==> src/hdl/lacd_pkg.sv <==
// Constants shared by the line adapter command decoder and its bench.
package lacd_pkg;
    // Register byte offsets.
    localparam logic [7:0] REG_CMD_OFS    = 8'h00;
    localparam logic [7:0] REG_OUTADR_OFS = 8'h04;
    localparam logic [7:0] REG_INADR_OFS  = 8'h08;
    localparam logic [7:0] REG_STAT_OFS   = 8'h0c;
    localparam logic [7:0] REG_CTRL_OFS   = 8'h10;
    localparam logic [7:0] REG_RXD_OFS    = 8'h14;
    localparam logic [7:0] REG_XPAR_OFS   = 8'h18;
    localparam int         AXI_AW         = 8;
    // Reset values.
    localparam logic [15:0] OUTADR_RST    = 16'h0000;
    localparam logic        CTRL_EN_RST   = 1'b1;
    // Bit positions in a 16-bit word; printed bit n sits at word bit 15-n.
    localparam int B_BCAST   = 15;
    localparam int B_ID_HI   = 14;
    localparam int B_ID_LO   = 13;
    localparam int B_DIAL    = 9;
    localparam int B_XPAR    = 8;
    localparam int B_RET6    = 9;
    localparam int B_RET7    = 8;
    localparam int B_CLEAR   = 7;
    localparam int B_RESYNCHRONIZE_PORT  = 4;
    localparam int B_XPEN    = 4;
    localparam int B_CODE_HI = 3;
    localparam int B_CODE_LO = 1;
    localparam int B_SETCMD  = 0;
    localparam int A_EXT_HI  = 15;
    localparam int A_EXT_LO  = 11;
    localparam int A_LINE_HI = 10;
    localparam int A_LINE_LO = 7;
    // Command identifiers.
    localparam logic [1:0] ID_INREQ = 2'b00;
    localparam logic [1:0] ID_CHAR  = 2'b01;
    localparam logic [1:0] ID_PORT  = 2'b10;
    localparam logic [1:0] ID_LINK  = 2'b11;
    // Link command codes.
    localparam logic [2:0] LK_MCLR   = 3'h0;
    localparam logic [2:0] LK_RTS    = 3'h1;
    localparam logic [2:0] LK_NDSYNC = 3'h2;
    localparam logic [2:0] LK_SRTS   = 3'h3;
    localparam logic [2:0] LK_HOOK   = 3'h4;
    localparam logic [2:0] LK_DIAL   = 3'h5;
    localparam logic [2:0] LK_EOT    = 3'h6;
    localparam logic [2:0] LK_NLOOP  = 3'h7;
    localparam int NLINES     = 16;
    localparam int FIFO_DEPTH = 16;
    localparam int FIFO_WIDTH = 32;
    localparam logic [1:0] RESP_OKAY   = 2'b00;
    localparam logic [1:0] RESP_SLVERR = 2'b10;
endpackage : lacd_pkg

==> src/hdl/lacd_top.sv <==
// Command word decoder for a sixteen-line communications adapter, AXI4-Lite slave.
//
// What this block does
// - Bit 07 of an output character word selects normal (0) or transparent (1) sending.
// - Link codes 0-7: clear, RTS, not delete sync, sec RTS, hook, dial, EOT hunt, not loop.
// - Address bits 00 to 04 are zero whenever a line module 0 to F is addressed.
// - Inbound and outbound address words share one layout, line number in bits 05 to 08.
// - An input request word is handled without any line address.
// - The four-bit line number selects exactly one of sixteen line modules.
// - The off-hook line goes to the line access arrangement, not to the modem.
// - Data sent on the transmit line reach the far end as its receive data, and back; this block holds line_txd_o at mark and only synchronises line_rxd_i.
//
// The implementer's own choices: the register addresses and the AXI4-Lite interface to the registers.
`timescale 1ns/1ps
module lacd_top
    import lacd_pkg::*;
(
    input  wire logic               clock_i,        // 200 MHz system clock.
    input  wire logic               resetn_i,       // Asynchronous reset, active low.
    input  wire logic [AXI_AW-1:0]  s_axi_awaddr,   // Write address.
    input  wire logic               s_axi_awvalid,  // Write address valid.
    output logic                    s_axi_awready,  // Write address ready.
    input  wire logic [31:0]        s_axi_wdata,    // Write data.
    input  wire logic [3:0]         s_axi_wstrb,    // Write byte strobes.
    input  wire logic               s_axi_wvalid,   // Write data valid.
    output logic                    s_axi_wready,   // Write data ready.
    output logic [1:0]              s_axi_bresp,    // Write response.
    output logic                    s_axi_bvalid,   // Write response valid.
    input  wire logic               s_axi_bready,   // Write response ready.
    input  wire logic [AXI_AW-1:0]  s_axi_araddr,   // Read address.
    input  wire logic               s_axi_arvalid,  // Read address valid.
    output logic                    s_axi_arready,  // Read address ready.
    output logic [31:0]             s_axi_rdata,    // Read data.
    output logic [1:0]              s_axi_rresp,    // Read response.
    output logic                    s_axi_rvalid,   // Read data valid.
    input  wire logic               s_axi_rready,   // Read data ready.
    output logic [NLINES-1:0]       line_sel_o,     // One-hot target line, or all ones for an all-lines word, with a valid.
    output logic                    input_req_o,    // Input request pulse.
    output logic                    char_valid_o,   // Output character pulse.
    output logic [7:0]              char_data_o,    // Character data.
    output logic                    char_xpar_o,    // Character sent transparent.
    output logic                    char_dial_o,    // Character is a dial digit.
    output logic                    port_valid_o,   // Port command pulse.
    output logic [1:0]              port_return_o,  // Port return bits 06 and 07.
    output logic                    port_clear_o,   // Port clear.
    output logic                    resynchronize_port_port_o,  // Port resynchronize.
    output logic [NLINES-1:0]       rts_o,          // Request to send per line.
    output logic [NLINES-1:0]       sec_rts_o,      // Secondary request to send.
    output logic [NLINES-1:0]       not_del_sync_o, // Not delete sync mode.
    output logic [NLINES-1:0]       off_hook_daa_o, // Off hook to line access unit.
    output logic [NLINES-1:0]       dial_req_o,     // Dial request.
    output logic [NLINES-1:0]       eot_hunt_o,     // End of transmission hunt mode.
    output logic [NLINES-1:0]       not_loop_o,     // Not loop test.
    output logic [NLINES-1:0]       xpar_mode_o,    // Transparent text mode per line.
    output logic [NLINES-1:0]       line_txd_o,     // Transmitted data per line.
    input  wire logic [NLINES-1:0]  line_rxd_i      // Received data per line.
);
    logic                aw_have_q;
    logic [AXI_AW-1:0]   aw_addr_q;
    logic                w_have_q;
    logic [31:0]         w_data_q;
    logic [3:0]          w_strb_q;

    logic [15:0]         outadr_q;
    logic [15:0]         inadr_q;
    logic                ctrl_en_q;
    logic                adr_err_q;
    logic [NLINES-1:0]   rxd_meta_q;
    logic [NLINES-1:0]   rxd_q;
    logic [7:0]          lctl_q [NLINES];

    logic                fifo_in_valid;
    logic                fifo_in_ready;
    logic                fifo_out_valid;
    logic [31:0]         fifo_out_data;

    logic                wr_go;
    logic                wr_cmd;
    logic                wr_map;
    logic [15:0]         wr_val;
    logic [15:0]         cmd_w;
    logic [15:0]         adr_w;
    logic [1:0]          cmd_id;
    logic                adr_ok;
    logic [3:0]          line_no;
    logic [NLINES-1:0]   tgt;
    logic                fire;

    logic [31:0]         rd_val;
    logic                rd_map;

    // A write that pushes a command waits here while the FIFO is full, so the
    // response is held back and the master stalls instead of losing a word.
    assign s_axi_awready = !aw_have_q;
    assign s_axi_wready  = !w_have_q;
    assign wr_cmd        = (aw_addr_q == REG_CMD_OFS);
    assign wr_go         = aw_have_q && w_have_q && !s_axi_bvalid && (!wr_cmd || fifo_in_ready);
    assign wr_map        = wr_cmd || (aw_addr_q == REG_OUTADR_OFS) ||
                           (aw_addr_q == REG_STAT_OFS) || (aw_addr_q == REG_CTRL_OFS);
    assign wr_val        = {w_strb_q[1] ? w_data_q[15:8] : 8'h00,
                            w_strb_q[0] ? w_data_q[7:0]  : 8'h00};
    assign fifo_in_valid = wr_go && wr_cmd;

    always_ff @(posedge clock_i or negedge resetn_i) begin
        if (!resetn_i) begin
            aw_have_q <= 1'b0;
            aw_addr_q <= '0;
            w_have_q  <= 1'b0;
            w_data_q  <= '0;
            w_strb_q  <= '0;
        end else begin
            if (s_axi_awvalid && s_axi_awready) begin
                aw_have_q <= 1'b1;
                aw_addr_q <= {s_axi_awaddr[AXI_AW-1:2], 2'b00};
            end else if (wr_go) begin
                aw_have_q <= 1'b0;
            end
            if (s_axi_wvalid && s_axi_wready) begin
                w_have_q <= 1'b1;
                w_data_q <= s_axi_wdata;
                w_strb_q <= s_axi_wstrb;
            end else if (wr_go) begin
                w_have_q <= 1'b0;
            end
        end
    end

    always_ff @(posedge clock_i or negedge resetn_i) begin
        if (!resetn_i) begin
            s_axi_bvalid <= 1'b0;
            s_axi_bresp  <= RESP_OKAY;
        end else if (wr_go) begin
            s_axi_bvalid <= 1'b1;
            s_axi_bresp  <= wr_map ? RESP_OKAY : RESP_SLVERR;
        end else if (s_axi_bready) begin
            s_axi_bvalid <= 1'b0;
        end
    end

    always_ff @(posedge clock_i or negedge resetn_i) begin
        if (!resetn_i) begin
            outadr_q  <= OUTADR_RST;
            ctrl_en_q <= CTRL_EN_RST;
        end else if (wr_go) begin
            if (aw_addr_q == REG_OUTADR_OFS) begin
                outadr_q <= wr_val;
            end
            if (aw_addr_q == REG_CTRL_OFS && w_strb_q[0]) begin
                ctrl_en_q <= w_data_q[0];
            end
        end
    end

    // Each command is stored with the address word current at its write.
    lacd_fifo #(
        .WIDTH (FIFO_WIDTH),
        .DEPTH (FIFO_DEPTH)
    ) u_fifo (
        .clock_i     (clock_i),
        .resetn_i    (resetn_i),
        .in_valid_i  (fifo_in_valid),
        .in_ready_o  (fifo_in_ready),
        .in_data_i   ({outadr_q, w_data_q[15:0]}),
        .out_valid_o (fifo_out_valid),
        .out_ready_i (ctrl_en_q),
        .out_data_o  (fifo_out_data)
    );

    assign fire    = fifo_out_valid && ctrl_en_q;
    assign cmd_w   = fifo_out_data[15:0];
    assign adr_w   = fifo_out_data[31:16];
    assign cmd_id  = cmd_w[B_ID_HI:B_ID_LO];
    assign adr_ok  = (adr_w[A_EXT_HI:A_EXT_LO] == 5'h00);
    // Address bits 09 to 15 are never looked at.
    assign line_no = adr_w[A_LINE_HI:A_LINE_LO];
    // An all-lines word reaches every module; otherwise a bad extended address reaches none.
    assign tgt     = cmd_w[B_BCAST] ? '1 :
                     (adr_ok ? (NLINES'(1) << line_no) : '0);

    always_ff @(posedge clock_i or negedge resetn_i) begin
        if (!resetn_i) begin
            line_sel_o    <= '0;
            input_req_o   <= 1'b0;
            char_valid_o  <= 1'b0;
            char_data_o   <= '0;
            char_xpar_o   <= 1'b0;
            char_dial_o   <= 1'b0;
            port_valid_o  <= 1'b0;
            port_return_o <= '0;
            port_clear_o  <= 1'b0;
            resynchronize_port_port_o <= 1'b0;
        end else begin
            input_req_o  <= fire && cmd_id == ID_INREQ;
            char_valid_o <= fire && cmd_id == ID_CHAR;
            port_valid_o <= fire && cmd_id == ID_PORT;
            line_sel_o   <= (fire && cmd_id != ID_INREQ) ? tgt : '0;
            if (fire && cmd_id == ID_CHAR) begin
                char_data_o <= cmd_w[7:0];
                char_xpar_o <= cmd_w[B_XPAR];
                char_dial_o <= cmd_w[B_DIAL];
            end
            if (fire && cmd_id == ID_PORT) begin
                port_return_o <= {cmd_w[B_RET7], cmd_w[B_RET6]};
                port_clear_o  <= cmd_w[B_CLEAR];
                resynchronize_port_port_o <= cmd_w[B_RESYNCHRONIZE_PORT];
            end
        end
    end

    // Inbound address word mirrors the outbound layout for the last line addressed.
    always_ff @(posedge clock_i or negedge resetn_i) begin
        if (!resetn_i) begin
            inadr_q <= '0;
        end else if (fire && cmd_id != ID_INREQ && !cmd_w[B_BCAST] && adr_ok) begin
            inadr_q <= {5'h00, line_no, 7'h00};
        end
    end

    // Sticky error for a word whose extended address bits are not zero.
    always_ff @(posedge clock_i or negedge resetn_i) begin
        if (!resetn_i) begin
            adr_err_q <= 1'b0;
        end else if (fire && cmd_id != ID_INREQ && !cmd_w[B_BCAST] && !adr_ok) begin
            adr_err_q <= 1'b1;
        end else if (wr_go && aw_addr_q == REG_STAT_OFS && w_strb_q[0] && w_data_q[0]) begin
            adr_err_q <= 1'b0;
        end
    end

    // Link command state, one set per line module.
    for (genvar i = 0; i < NLINES; i++) begin : g_line
        always_ff @(posedge clock_i or negedge resetn_i) begin
            if (!resetn_i) begin
                lctl_q[i] <= '0;
            end else if (fire && cmd_id == ID_LINK && tgt[i]) begin
                if (cmd_w[B_CODE_HI:B_CODE_LO] == LK_MCLR) begin
                    if (cmd_w[B_SETCMD]) begin
                        lctl_q[i] <= '0;
                    end
                end else begin
                    lctl_q[i][cmd_w[B_CODE_HI:B_CODE_LO]] <= cmd_w[B_SETCMD];
                end
                lctl_q[i][0] <= cmd_w[B_XPEN];
            end
        end
        assign rts_o[i]          = lctl_q[i][LK_RTS];
        assign not_del_sync_o[i] = lctl_q[i][LK_NDSYNC];
        assign sec_rts_o[i]      = lctl_q[i][LK_SRTS];
        assign off_hook_daa_o[i] = lctl_q[i][LK_HOOK];
        assign dial_req_o[i]     = lctl_q[i][LK_DIAL];
        assign eot_hunt_o[i]     = lctl_q[i][LK_EOT];
        assign not_loop_o[i]     = lctl_q[i][LK_NLOOP];
        // Code 0 never stores a level, so its slot holds the transparent mode bit.
        assign xpar_mode_o[i]    = lctl_q[i][0];
    end

    // Serial data are carried by the line modules; here the transmit lines idle
    // at mark and the receive lines are synchronised for software to watch.
    assign line_txd_o = '1;

    always_ff @(posedge clock_i or negedge resetn_i) begin
        if (!resetn_i) begin
            rxd_meta_q <= '1;
            rxd_q      <= '1;
        end else begin
            rxd_meta_q <= line_rxd_i;
            rxd_q      <= rxd_meta_q;
        end
    end

    always_comb begin
        rd_map = 1'b1;
        rd_val = '0;
        unique case ({s_axi_araddr[AXI_AW-1:2], 2'b00})
            REG_INADR_OFS: rd_val = {16'h0000, inadr_q};
            REG_STAT_OFS:  rd_val = {29'h0, fifo_out_valid, !fifo_in_ready, adr_err_q};
            REG_CTRL_OFS:  rd_val = {31'h0, ctrl_en_q};
            REG_RXD_OFS:   rd_val = {16'h0000, rxd_q};
            REG_XPAR_OFS:  rd_val = {16'h0000, xpar_mode_o};
            REG_CMD_OFS,
            REG_OUTADR_OFS: rd_val = '0;
            default:       rd_map = 1'b0;
        endcase
    end

    assign s_axi_arready = !s_axi_rvalid;

    always_ff @(posedge clock_i or negedge resetn_i) begin
        if (!resetn_i) begin
            s_axi_rvalid <= 1'b0;
            s_axi_rdata  <= '0;
            s_axi_rresp  <= RESP_OKAY;
        end else if (s_axi_arvalid && s_axi_arready) begin
            s_axi_rvalid <= 1'b1;
            s_axi_rdata  <= rd_val;
            s_axi_rresp  <= rd_map ? RESP_OKAY : RESP_SLVERR;
        end else if (s_axi_rready) begin
            s_axi_rvalid <= 1'b0;
        end
    end
endmodule : lacd_top

==> src/hdl/lacd_fifo.sv <==
// Command FIFO with registered read data.
`timescale 1ns/1ps
module lacd_fifo #(
    parameter int WIDTH = 32,
    parameter int DEPTH = 16
) (
    input  wire logic             clock_i,    // System clock.
    input  wire logic             resetn_i,   // Asynchronous reset, active low.
    input  wire logic             in_valid_i, // Write side valid.
    output logic                  in_ready_o, // Write side ready, low when full.
    input  wire logic [WIDTH-1:0] in_data_i,  // Write side data.
    output logic                  out_valid_o, // Read side valid.
    input  wire logic             out_ready_i, // Read side ready.
    output logic      [WIDTH-1:0] out_data_o  // Read side data, registered.
);
    localparam int AW = $clog2(DEPTH);
    logic [WIDTH-1:0] mem_q [DEPTH];
    logic [AW-1:0]    wptr_q;
    logic [AW-1:0]    rptr_q;
    logic [AW:0]      count_q;
    logic             push;
    logic             pop;

    assign in_ready_o = (count_q != (AW+1)'(DEPTH));
    assign push       = in_valid_i && in_ready_o;
    // The output register refills whenever it is empty or being taken.
    assign pop        = (count_q != '0) && (!out_valid_o || out_ready_i);

    always_ff @(posedge clock_i) begin
        if (push) begin
            mem_q[wptr_q] <= in_data_i;
        end
    end

    always_ff @(posedge clock_i or negedge resetn_i) begin
        if (!resetn_i) begin
            wptr_q  <= '0;
            rptr_q  <= '0;
            count_q <= '0;
        end else begin
            if (push) begin
                wptr_q <= wptr_q + 1'b1;
            end
            if (pop) begin
                rptr_q <= rptr_q + 1'b1;
            end
            count_q <= count_q + (AW+1)'(push) - (AW+1)'(pop);
        end
    end

    always_ff @(posedge clock_i or negedge resetn_i) begin
        if (!resetn_i) begin
            out_valid_o <= 1'b0;
            out_data_o  <= '0;
        end else if (pop) begin
            out_valid_o <= 1'b1;
            out_data_o  <= mem_q[rptr_q];
        end else if (out_ready_i) begin
            out_valid_o <= 1'b0;
        end
    end
endmodule : lacd_fifo

==> config.mk <==
export PLATFORM = sky130hd
export DESIGN_NAME = lacd_top
export DESIGN_NICKNAME = d
export VERILOG_FILES = /design/src/hdl/lacd_pkg.sv /design/src/hdl/lacd_top.sv /design/src/hdl/lacd_fifo.sv
export SDC_FILE = /design/constraint.sdc
export NUM_CORES = 1
export LEC_CHECK = 0
export BUFFER_PORTS_ARGS = -buffer_cell sky130_fd_sc_hd__buf_4
export CORE_MARGIN = 2
export CORE_UTILIZATION = 52
export CTS_CLUSTER_SIZE = 20
export DETAILED_ROUTE_END_ITERATION = 12
export PLACE_DENSITY_LB_ADDON = 0.1
export SLEW_MARGIN = 20
export SYNTH_ARGS = -nofsm -noshare
export SYNTH_HDL_FRONTEND = slang
export SYNTH_SLANG_ARGS = --single-unit
==> constraint.sdc <==
create_clock -name clock_i -period 4 [get_ports clock_i]
set_clock_uncertainty 0.2 [all_clocks]
set_input_delay 0 -clock clock_i [delete_from_list [all_inputs] [get_ports clock_i]]
set_output_delay 0 -clock clock_i [all_outputs]
set_load 0.02 [all_outputs]
==> summary.txt <==
Timing
  – Max Slew Vio Count: 0
  – RSZ-0062 raised after global routing: no
  – Final setup TNS: 0 ps
  – Measured slew at the worst slew-check pin: 1190 ps
  – Final setup fails: 0
  – Period utilization: 0.828
  – Final critical-path required period: 3310 ps
  – Max-slew headroom: 0.201
  – Final Hold Vio Count: 0
  – Hold Worst Slack: 28.7 ps
  – Fmax: 0.302 GHz

Worst setup path
  – Crit start category: flop
  – WP data required: 4260 ps
  – Worst setup EP type: flop
  – Setup crit start: u_fifo.count_q[3]
  – Critical-path maximum fanout: 10
  – FF-to-FF Start: u_fifo.count_q[3]
  – CP arrival: 3570 ps
  – Kind of critical path: flop to flop

Power and ir drop
  – Pwr Density: 657 mW/mm^2
  – Power Total: 20.4 mW
  – Max VDD drop: 0.589 mV
  – P_leak: 12.3 nW

Drt
  – First-pass DRT Iterations: 5
  – DR iter-0 viols: 1412
  – Drt total wl: 62.2 mm
  – Vias/cell: 5.87
  – Via count: 15478
  – Remaining DRCs: 0
  – WL per Instance: 23.6 um
  – Final ANT Viol Nets: 0

Global route
  – First-pass GRT wire length: 94.3 mm
  – Grt ovf: 0
  – Vias in the first global route: 15344
  – Largest net degree at the start of global routing: 97
  – Initial antenna violation count: 0
  – GRT Total Usage: 0.250

Clocking
  – Clk slew on worst S/H paths: 60 ps
  – H-tree depth: 3
  – CTS tree: yes
  – Clock root buffer: clkbuf_16
  – Clock buffer depth: 3
  – CTS buffer count: 67
  – Worst-Skew Late Latency: 580 ps
  – Clk sinks: 642

Floorplanning
  – Die H: 224 um
  – # IOs: 293
  – DIE WIDTH: 224 um
  – Row Count: 80
  – Initial core utilization: 0.528
  – Core area: 0.0478 sq mm
  – Die area: 0.0504 sq mm

Placement
  – Number of port buffers: 236
  – HPWL after DPL: 38.3 mm
  – RePlAce Congestion: 0.828

Synth
  – Synth Instances: 1618
  – Warning count from the yosys run: 0
  – Mapped Area: 0.0253 sq mm
  – EDFF count, synth: 352
  – #FFs+latches synth: 642
  – Post-Syn Area per Cell: 15.6 sq um
  – Distinct cell type count after synthesis: 67
  – Synth Flop Type: edfxtp_1
  – Async set-or-reset flop fraction in the synthesized netlist: 0.452
  – Register area share after synthesis: 0.707

Min path
  – Worst Hold Launch: s_axi_awaddr[6]
  – Min-Delay Path Class: input pin to flop

Finish
  – Most common cell after layout, fill and taps aside: edfxtp_1
  – Nets: 2055
  – Layout cells sized above 1: 0.294
  – Largest register FFs: 352
  – Final core utilization: 0.648
  – Biggest register: u_fifo.mem_q
  – Area Overhead vs Synth: 22.7%
  – Filler cells: 3438
  – Biggest regs: u_fifo.mem_q x352, u_fifo.out_data_o x22
  – Commonest cells after routing, fill and taps aside: edfxtp_1 (352), buf_4 (282), dfrtp_1 (255)

Status
  – Outcome: finished clean

Flow run
  – Max-capacitance violation count: 0
-- cell families (layout without fill, tap and decap cells) --
logic type	after synthesis	after routing	synth area share
other	2	35	0.000297
buffers and inverters	176	546	0.0331
multiplexers	164	164	0.111
XOR/XNOR	10	10	0.00347
flip-flops	642	642	0.707
AND/OR/NAND/NOR	272	272	0.0526
adder cells (fa/ha/maj)	12	12	0.00624
AO/OA/AOI/OAI	340	340	0.0859
-- report_power, final --
group          internal (mW)  switching [mW]
Combinational           2.12            2.78
Clock                   3.54            2.46
Sequential              8.12            1.34
Total                   13.8            6.59
-- area by class of cell --
cell class                 count  area (sq um)  area share
sequential                   642         17900       0.577
multi-input combinational    832          6760       0.218
timing repair buffer         398          3340       0.108
clock buffer                 102          2010      0.0649
tap                          615           769      0.0248
clock inverter                19           129     0.00416
inverter                      27           106     0.00343
antenna                        1          2.50   0.0000807
-- per-stage QoR --
| stage | cell area (sq um) | worst slack [ps] | std cells |
|---|---|---|---|
| after floorplan | 25400 | -223 | 1650 |
| after global placement | 27700 | 788 | 2402 |
| after detailed placement | 27700 | 733 | 2403 |
| after CTS | 31000 | 712 | 2635 |
| after global routing | 31000 | 418 | 2635 |
| final | 31000 | 689 | 2636 |
-- per-layer routing --
metal	track usage	share of wire
met5	0	0
met4	0.0679	0.023
met3	0.0494	0.062
met2	0.408	0.49
met1	0.347	0.42
-- timing repair --
action | 4_1_cts | 5_1_grt
resized for setup | 0 | 0
endpoints found under the hold margin | 318 | 0
setup buffers | 0 | 0
hold buffers | 111 | 0
-- critical path, cell delays in order (launching register included) --
cell and delay, ps:
dfrtp_1 400, inv_1 80, ha_1 150, nor4bb_1 600
or4_1 630, clkinv_4 190, ha_1 260, inv_1 80
fa_1 220, inv_1 50, a21oi_1 120, o21bai_1 90
xnor2_1 120
-- worst paths after layout --
check                                     to  slack (ps)  cells past startpoint
max in group asynchronous          ctrl_en_q        2630                      4
setup reg to reg           u_fifo.count_q[4]         690                     12
hold / removal                  aw_addr_q[6]          30                      3
setup / recovery           u_fifo.count_q[4]         690                     12
hold reg to reg                    rxd_q[10]         150                      0
min in group asynchronous          rxd_q[10]         430                      3
-- synth_stat cells, types with 4 or more instances --
cell type	n	area share
mux4_2	88	0.078
nor2b_1	7	0.0017
o31ai_1	30	0.0089
nor2_1	67	0.010
buf_1	6	0.00089
nand2_1	89	0.013
nor3b_1	6	0.0018
nor3_1	9	0.0018
or4_1	4	0.0012
inv_1	26	0.0039
buf_4	34	0.010
nor4_1	8	0.0020
ha_1	11	0.0054
o22ai_1	21	0.0052
nand3_1	43	0.0085
clkbuf_1	80	0.012
a221oi_1	22	0.0076
xnor2_1	7	0.0024
mux2i_1	24	0.0095
dfstp_2	33	0.034
dfrtp_1	257	0.25
buf_2	27	0.0053
edfxtp_1	352	0.42
a31oi_1	16	0.0040
nand2b_1	5	0.0012
o21ai_0	167	0.033
a22oi_1	13	0.0039
o41ai_1	32	0.011
a22o_1	4	0.0014
mux2_2	52	0.023
and2_1	5	0.0012
a21oi_1	4	0.00079
a31o_2	6	0.0021
a41oi_1	4	0.0014
Power figures use the tool's default switching activity.
